## src/sensor_pkg.sv

```systemverilog
// package of constants and carrier types for the sensor fault indication block
package sensor_pkg;

	// timing at a 10 MHz system clock
	localparam int unsigned CLK_HZ           = 10_000_000;
	localparam int unsigned TEST_OFF_NS      = 400_000;   // test gap, within 500 us
	localparam int unsigned TEST_OFF_CYC     = TEST_OFF_NS / (1_000_000_000 / CLK_HZ);
	localparam int unsigned TEST_PERIOD_MS   = 1_000;
	localparam int unsigned TEST_PERIOD_CYC  = TEST_PERIOD_MS * (CLK_HZ / 1_000);
	localparam int unsigned FAST_FLASH_HZ    = 5;
	localparam int unsigned FAST_HALF_CYC    = CLK_HZ / (2 * FAST_FLASH_HZ);
	localparam int unsigned SLOW_FLASH_HZ    = 1;
	localparam int unsigned SLOW_HALF_CYC    = CLK_HZ / (2 * SLOW_FLASH_HZ);
	localparam int unsigned CODE_PULSE_MS    = 200;
	localparam int unsigned CODE_PULSE_CYC   = CODE_PULSE_MS * (CLK_HZ / 1_000);
	localparam int unsigned CODE_GAP_PULSES  = 6;         // dark pause in pulse slots
	localparam int unsigned SHUTDOWN_MIN     = 30;
	localparam longint unsigned SHUTDOWN_CYC = 64'(SHUTDOWN_MIN) * 60 * CLK_HZ;

	// red flash counts per cause
	localparam logic [2:0] CODE_CH1   = 3'h1;
	localparam logic [2:0] CODE_CH2   = 3'h2;
	localparam logic [2:0] CODE_CROSS = 3'h3;
	localparam logic [2:0] CODE_TEMP  = 3'h4;
	localparam logic [2:0] CODE_ACT   = 3'h5;

	// fault sources reported by the sensing logic
	typedef struct packed {
		logic internal_err;
		logic bad_actuator;
		logic over_temp;
		logic cross_short;
		logic ch2_fault;
		logic ch1_fault;
	} fault_t;

	// sensing state
	typedef struct packed {
		logic actuated;
		logic in_limit;
	} sense_t;

	// indicator lamps
	typedef struct packed {
		logic green;
		logic yellow;
		logic red;
	} led_t;

	typedef enum logic {level_feedback_variant, edge_feedback_variant} fb_variant_t;

endpackage

```

## src/safety_sensor_fault_indication.sv

```systemverilog
// fault monitoring, indication and delayed shutdown of the safety sensor
`timescale 1ns/100ps
`default_nettype none

module safety_sensor_fault_indication
	import sensor_pkg::*;
#(
	parameter longint unsigned SHUTDOWN_CYCLES = SHUTDOWN_CYC,
	parameter int unsigned     TEST_PERIOD     = TEST_PERIOD_CYC
) (
	input  wire logic        sys_clk,
	input  wire logic        rst,
	input  wire sense_t      sense,
	input  wire fault_t      faults,
	input  wire logic        feedback_closed,
	input  wire fb_variant_t variant,
	output logic             first_safety_channel,
	output logic             second_safety_channel,
	output logic             diag_out,
	output led_t             leds,
	output logic             fault_latched,
	output logic             shutdown_pending
);

	initial begin
		if (SHUTDOWN_CYCLES < 2 || TEST_PERIOD <= 2 * TEST_OFF_CYC)
			$error("safety_sensor_fault_indication: timing parameters too small");
	end

	////////////////////////////////////////////////////////////////////////////
	// fault capture

	logic       delayed_now;
	logic       immediate_now;
	logic       any_fault_now;
	logic [2:0] code_now;

	// causes that leave sensing intact only start the shutdown timer
	assign delayed_now   = faults.over_temp | faults.cross_short;
	assign immediate_now = faults.ch1_fault | faults.ch2_fault | faults.bad_actuator
		| faults.internal_err;
	assign any_fault_now = delayed_now | immediate_now;

	// lowest numbered cause wins when several are present
	always_comb begin
		code_now = 3'h0;
		if (faults.ch1_fault)         code_now = CODE_CH1;
		else if (faults.ch2_fault)    code_now = CODE_CH2;
		else if (faults.cross_short)  code_now = CODE_CROSS;
		else if (faults.over_temp)    code_now = CODE_TEMP;
		else if (faults.bad_actuator) code_now = CODE_ACT;
	end

	logic       err_q;
	logic       steady_red_q;
	logic [2:0] code_q;
	logic       act_prev_q;
	logic       guard_cycle_q;
	logic       hard_q;
	logic       timer_fired;
	logic       err_off;

	// a sensing fault stays hard until the guard cycle; a warning only bites once the timer fires
	assign err_off = err_q & (hard_q | immediate_now | timer_fired);

	// the latched error only clears after cause removal and a guard open/close
	always_ff @(posedge sys_clk or posedge rst) begin
		if (rst) begin
			err_q         <= 1'b0;
			steady_red_q  <= 1'b0;
			code_q        <= 3'h0;
			act_prev_q    <= 1'b0;
			guard_cycle_q <= 1'b0;
			hard_q        <= 1'b0;
		end else begin
			act_prev_q <= sense.actuated;
			if (any_fault_now) begin
				err_q         <= 1'b1; // set beats any clear in the same cycle
				if (immediate_now)
					hard_q <= 1'b1; // outputs stay off even after the cause is gone
				steady_red_q  <= faults.internal_err;
				code_q        <= code_now;
				guard_cycle_q <= 1'b0;
			end else if (err_q && !sense.actuated) begin
				guard_cycle_q <= 1'b1; // guard opened after cause removed
			end else if (err_q && guard_cycle_q && sense.actuated && !act_prev_q) begin
				err_q         <= 1'b0;
				guard_cycle_q <= 1'b0;
				hard_q        <= 1'b0;
			end
		end
	end

	////////////////////////////////////////////////////////////////////////////
	// delayed shutdown timer

	logic [63:0] sd_cnt_q;
	logic        timer_q;

	assign timer_fired = timer_q;

	// counts while any fault stays latched; fires at the 30 minute mark
	always_ff @(posedge sys_clk or posedge rst) begin
		if (rst) begin
			sd_cnt_q <= 64'h0000_0000_0000_0000;
			timer_q  <= 1'b0;
		end else if (!err_q) begin
			sd_cnt_q <= 64'h0000_0000_0000_0000;
			timer_q  <= 1'b0;
		end else if (!timer_q) begin
			if (sd_cnt_q >= SHUTDOWN_CYCLES - 64'd1)
				timer_q <= 1'b1;
			else
				sd_cnt_q <= sd_cnt_q + 64'd1;
		end
	end

	////////////////////////////////////////////////////////////////////////////
	// chain feedback check

	logic fb_prev_q;
	logic fb_ok_q;

	// outputs arm only after feedback shows the contactors released
	always_ff @(posedge sys_clk or posedge rst) begin
		if (rst) begin
			fb_prev_q <= 1'b0;
			fb_ok_q   <= 1'b0;
		end else begin
			fb_prev_q <= feedback_closed;
			if (!sense.actuated || err_off)
				fb_ok_q <= 1'b0;
			else if (!fb_ok_q) begin
				if (variant == level_feedback_variant)
					fb_ok_q <= feedback_closed;
				else
					fb_ok_q <= fb_prev_q & ~feedback_closed;
			end
		end
	end

	////////////////////////////////////////////////////////////////////////////
	// output test pulses

	logic [31:0] tp_cnt_q;
	logic        gap1;
	logic        gap2;

	// the two channels are tested one after the other, never together
	always_ff @(posedge sys_clk or posedge rst) begin
		if (rst)
			tp_cnt_q <= 32'h0000_0000;
		else if (tp_cnt_q >= TEST_PERIOD - 1)
			tp_cnt_q <= 32'h0000_0000;
		else
			tp_cnt_q <= tp_cnt_q + 32'd1;
	end

	assign gap1 = tp_cnt_q < TEST_OFF_CYC;
	assign gap2 = tp_cnt_q >= TEST_OFF_CYC && tp_cnt_q < 2 * TEST_OFF_CYC;

	logic enable;
	assign enable = sense.actuated & fb_ok_q & ~err_off;

	// registered outputs
	always_ff @(posedge sys_clk or posedge rst) begin
		if (rst) begin
			first_safety_channel  <= 1'b0;
			second_safety_channel <= 1'b0;
		end else begin
			first_safety_channel  <= enable & ~gap1;
			second_safety_channel <= enable & ~gap2;
		end
	end

	////////////////////////////////////////////////////////////////////////////
	// blink sources and red flash code

	logic [23:0] fast_q;
	logic [23:0] slow_q;
	logic        fast_ph_q;
	logic        slow_ph_q;

	always_ff @(posedge sys_clk or posedge rst) begin
		if (rst) begin
			fast_q    <= 24'h00_0000;
			slow_q    <= 24'h00_0000;
			fast_ph_q <= 1'b0;
			slow_ph_q <= 1'b0;
		end else begin
			fast_q <= (fast_q >= 24'(FAST_HALF_CYC - 1)) ? 24'h00_0000 : fast_q + 24'd1;
			slow_q <= (slow_q >= 24'(SLOW_HALF_CYC - 1)) ? 24'h00_0000 : slow_q + 24'd1;
			if (fast_q >= 24'(FAST_HALF_CYC - 1)) fast_ph_q <= ~fast_ph_q;
			if (slow_q >= 24'(SLOW_HALF_CYC - 1)) slow_ph_q <= ~slow_ph_q;
		end
	end

	logic [23:0] slot_q;
	logic [3:0]  slot_idx_q;
	logic        slot_end;

	assign slot_end = slot_q >= 24'(2 * CODE_PULSE_CYC - 1);

	// each slot is one pulse plus dark; pulses past the code form the pause
	always_ff @(posedge sys_clk or posedge rst) begin
		if (rst) begin
			slot_q     <= 24'h00_0000;
			slot_idx_q <= 4'h0;
		end else if (!err_q) begin
			slot_q     <= 24'h00_0000;
			slot_idx_q <= 4'h0;
		end else begin
			slot_q <= slot_end ? 24'h00_0000 : slot_q + 24'd1;
			if (slot_end)
				slot_idx_q <= (slot_idx_q >= 4'({1'b0, code_q}) + 4'(CODE_GAP_PULSES) - 4'd1)
					? 4'h0 : slot_idx_q + 4'd1;
		end
	end

	////////////////////////////////////////////////////////////////////////////
	// lamps and diagnostic output

	logic yellow_d;
	logic red_d;
	logic diag_d;

	always_comb begin
		if (!sense.actuated)
			yellow_d = 1'b0;
		else if (err_q)
			yellow_d = 1'b1;
		else if (!fb_ok_q)
			yellow_d = sense.in_limit ? (slow_ph_q ? fast_ph_q : 1'b1) : fast_ph_q;
		else
			yellow_d = sense.in_limit ? slow_ph_q : 1'b1;

		if (!err_q)
			red_d = 1'b0;
		else if (steady_red_q)
			red_d = 1'b1;
		else
			red_d = ({1'b0, slot_idx_q} < {2'b00, code_q})
				&& (slot_q < 24'(CODE_PULSE_CYC));

		// diagnostic on when actuated, pulsed at limit, off while a fault is latched
		if (err_q)
			diag_d = 1'b0;
		else if (!sense.actuated)
			diag_d = 1'b0;
		else
			diag_d = sense.in_limit ? fast_ph_q : 1'b1;
	end

	always_ff @(posedge sys_clk or posedge rst) begin
		if (rst) begin
			leds     <= '0;
			diag_out <= 1'b0;
		end else begin
			leds.green  <= 1'b1;
			leds.yellow <= yellow_d;
			leds.red    <= red_d;
			diag_out    <= diag_d;
		end
	end

	assign fault_latched    = err_q;
	assign shutdown_pending = err_q & ~err_off;

endmodule // safety_sensor_fault_indication

`default_nettype wire

```

## config.mk

```make
export PLATFORM = sky130hd
export DESIGN_NAME = safety_sensor_fault_indication
export DESIGN_NICKNAME = d
export VERILOG_FILES = /design/src/sensor_pkg.sv /design/src/safety_sensor_fault_indication.sv
export SDC_FILE = /design/constraint.sdc
export NUM_CORES = 1
export LEC_CHECK = 0
export BUFFER_PORTS_ARGS = -buffer_cell sky130_fd_sc_hd__buf_2
export CAP_MARGIN = 10
export CORE_ASPECT_RATIO = 0.9
export CORE_MARGIN = 4
export CORE_UTILIZATION = 35
export DETAILED_ROUTE_END_ITERATION = 7
export SETUP_SLACK_MARGIN = 0.1
export SLEW_MARGIN = 20
export SYNTH_ARGS = -nofsm -noshare
export SYNTH_HDL_FRONTEND = slang
export SYNTH_SLANG_ARGS = --single-unit
```

## constraint.sdc

```tcl
create_clock -name sys_clk -period 14.5 [get_ports sys_clk]
set_input_delay 0 -clock sys_clk [delete_from_list [all_inputs] [get_ports sys_clk]]
set_output_delay 0 -clock sys_clk [all_outputs]
set_load 0.02 [all_outputs]
```

==> results by group <==
Synthesis
  – Top post-synthesis cells by area: dfrtp_1, nor2_1, xor2_1
  – Synth Area in XOR/XNOR: 8.16%
  – Post-synth top area cell: dfrtp_1
  – Number of flops mapped to enable cells by yosys: 0
  – Avg Cell Area, Syn: 10.0 um2
  – Synth Area in Compound Gates: 8.74%
  – Most common cell in the netlist: dfrtp_1
  – Synth Warn #: 0
  – Synth Area in Adders: 2.13%
  – Top_reg_cell synth: dfrtp_1
  – Top-area cell type share of the netlist area: 54.3%
  – Seq/Total Area, Yosys: 54.3%
  – Largest family of logic cells by synthesized area: simple AND/OR/NAND/NOR gates
  – Mapped Cells: 877
  – Commonest cells post-synth: dfrtp_1, nor2_1, nand3_1
  – Cell variety after synth: 55
  – Synth Register Bits: 191
  – Simple-gate share of the synthesized area: 24.2%
  – Post-synthesis mux area share: 0.114%
  – Post-Syn Area: 8800 um2
  – Asr flop ratio synth: 100%

Clock tree
  – CTS H-tree depth: 4
  – CTS max path bufs: 2
  – Clk_lat worst skew: 0.43 ns
  – CTS buffer count: 17
  – Root buffer cell: clkbuf_16
  – TritonCTS clock tree: done
  – Clk sinks: 191
  – Clock slew at the register clock pins of the worst setup and hold paths: 0.07 ns
  – CTS resizes: 0

Global routing
  – First-pass GRT wire length: 29.0 mm
  – Initial antenna violation count: 0
  – Vias in the first global route: 5984
  – Largest net degree at the start of global routing: 123
  – GRT Total Usage: 12.5%
  – GRT overflow: 0

Floorplanning
  – Core area: 24500 um2
  – Die H: 158 um
  – IO Pins: 20
  – Initial Util: 35.9%
  – Die area: 27700 um2
  – Num rows: 54
  – Chip Width: 175 um

Layout
  – Final cell area excluding filler cells: 10100 um2
  – Final nets: 953
  – Antenna diodes: 0
  – Layout fillers: 2415
  – Area growth syn-to-layout: 14.7%
  – Layout cell share with drive strength beyond 1: 7.24%

Placed design
  – Dpl cell area: 9320 um2
  – Hpwl dp: 10.6 mm
  – IO buf count: 19
  – Final Wtd Congestion: 0.788

Drt
  – Routed Antenna Nets: 0
  – Met2 Wirelength: 7.27 mm
  – Vias per cell: 4.89
  – Pre-antenna DRT Iters: 5
  – DR iter-0 viols: 323
  – WL met3: 560 um
  – DRC: 0
  – Total Wirelength: 16.4 mm
  – Vias: 6240
  – DRT met1 WL: 8.42 mm
  – Max Used Layer: met4
  – Average wire per standard cell: 12.9 um

Worst setup path
  – Worst Setup SP: sd_cnt_q[0]
  – Worst EP required: 14.85 ns
  – CP Cell Sequence: ha_1 -> nand4_1 -> nor4_1 -> o211ai_1 -> nand3_4 -> or4_1 -> a21oi_1
  – Arrival time at the worst endpoint: 3.08 ns
  – Slowest stage delay, CP: 0.67 ns
  – Worst r2r src: sd_cnt_q[0]
  – CP Launch Type: flop
  – Setup CP Type: flop to flop
  – Crit path buf inv count: 0
  – Critical-path top delay cell: or4_1
  – CP max FO: 67
  – Largest delay contributor family on the critical path: simple AND/OR/NAND/NOR gates
  – CP endpoint kind: flop

Min path
  – Worst hold start: faults[4]
  – Min-Delay Path Class: primary input to flop

Power
  – Max VDD drop: 0.0851 mV
  – P_leak: 0.00435 uW
  – Power Density: 114 nW/um2
  – Sequential power share: 50.3%
  – Cell Int Power: 871 uW
  – Gate power share: 7.8%
  – Clock group share of total power: 41.9%
  – Switching power: 278 uW
  – Switching part of the total: 24.2%

STA
  – Setup TNS: 0 ns
  – Period utilisation layout: 18.8%
  – Slew Viols, Final: 0
  – Worst-Margin Slew: 0.887 ns
  – Final min period: 2.73 ns
  – Maximum clock rate: 0.367 GHz
  – RSZ-0062 raised after global routing: false
  – Fin. Hold Viols: 0
  – Slew headroom: 40.9%
  – Setup-failing EPs final: 0
  – Clock Skews: 0.0128 ns

Flow run
  – Max Cap Viol: 0

Status
  – Outcome: finished clean
layout by cell type, fill, tap and decap left out, types with 17 or more instances in the layout:
| master | instances |
|---|---|
| dfrtp_1 | 191 |
| nor2_1 | 138 |
| nand3_1 | 50 |
| nand2_1 | 47 |
| xor2_1 | 44 |
| a21oi_1 | 41 |
| xnor2_1 | 38 |
| and2_1 | 35 |
| o21ai_0 | 32 |
| nand4_1 | 30 |
| or3_1 | 25 |
| inv_1 | 22 |
| nor4_1 | 19 |
| buf_2 | 19 |
| and3_1 | 18 |
| clkbuf_16 | 17 |
power by group through the flow:
stage | registers, uW | clock network, uW | logic (uW)
after floorplan | 584 | 0 | 67.5
after global placement | 588 | 0 | 85.9
after detailed placement | 588 | 0 | 88.1
after CTS | 578 | 498 | 92.6
after global routing | 582 | 521 | 106
final | 578 | 481 | 90.1
metrics by stage:
step	hold slack, ns	util, %	instances	power [uW]	worst slack (ns)
5_1_grt	0.122	41.1	1275	1210	11.53
4_1_cts	0.0602	41.1	1275	1170	11.43
6_report	0.0716	41.1	1275	1150	11.77
3_5_place_dp	0.143	38.0	1227	676	11.46
3_3_place_gp	0.147	38.0	1227	673	11.49
2_1_floorplan	0.0314	-	891	651	9.30
registers in the layout (all words and copies together), names as in the netlist, 3 cells and up:
signal      count
sd_cnt_q       64
tp_cnt_q       32
fast_q         24
slot_q         24
slow_q         24
slot_idx_q      4
code_q          3
leds            3
repair_timing:
action                    CTS  global route
hold buffers               16             0
hold endpoints to repair  135             0
setup buffers               0             0
cells by family after synthesis:
logic type / count (synthesis)
AO/OA/AOI/OAI: 126
XOR/XNOR: 82
adder cells (fa/ha/maj): 15
buffers and inverters: 48
flip-flops: 191
multiplexers: 1
other: 2
AND/OR/NAND/NOR: 412
final timing paths:
kind	endpoint	slack [ns]	cells past startpoint
worst min register to register	slot_q[0]	0.46	1
worst max register to register	sd_cnt_q[21]	11.77	7
max in group asynchronous	sd_cnt_q[50]	12.78	4
worst min-delay path	hard_q	0.07	3
worst max-delay path	sd_cnt_q[21]	11.77	7
min in group asynchronous	leds[2]	0.28	3
layout make-up:
cell class	count	area (um2)	share of cell area, %
timing repair buffer	40	293	2.90
clock buffer	19	443	4.39
multi-input combinational	652	3890	38.6
inverter	24	97.6	0.967
sequential	191	4780	47.4
clock inverter	13	163	1.61
tap	336	420	4.17
per-layer routing:
| metal | GRT usage, % | vias to the layer above |
|---|---|---|
| li1 | - | 3148 |
| met1 | 18.0 | 3005 |
| met2 | 19.3 | 72 |
| met3 | 3.02 | 15 |
| met4 | 3.22 | 0 |
| met5 | 0 | - |
tightest hold or removal path, stage by stage:
cell	delay, ns
buf_2	0.11
or4_1	0.19
o32a_1	0.16
Power figures use the tool's default switching activity.
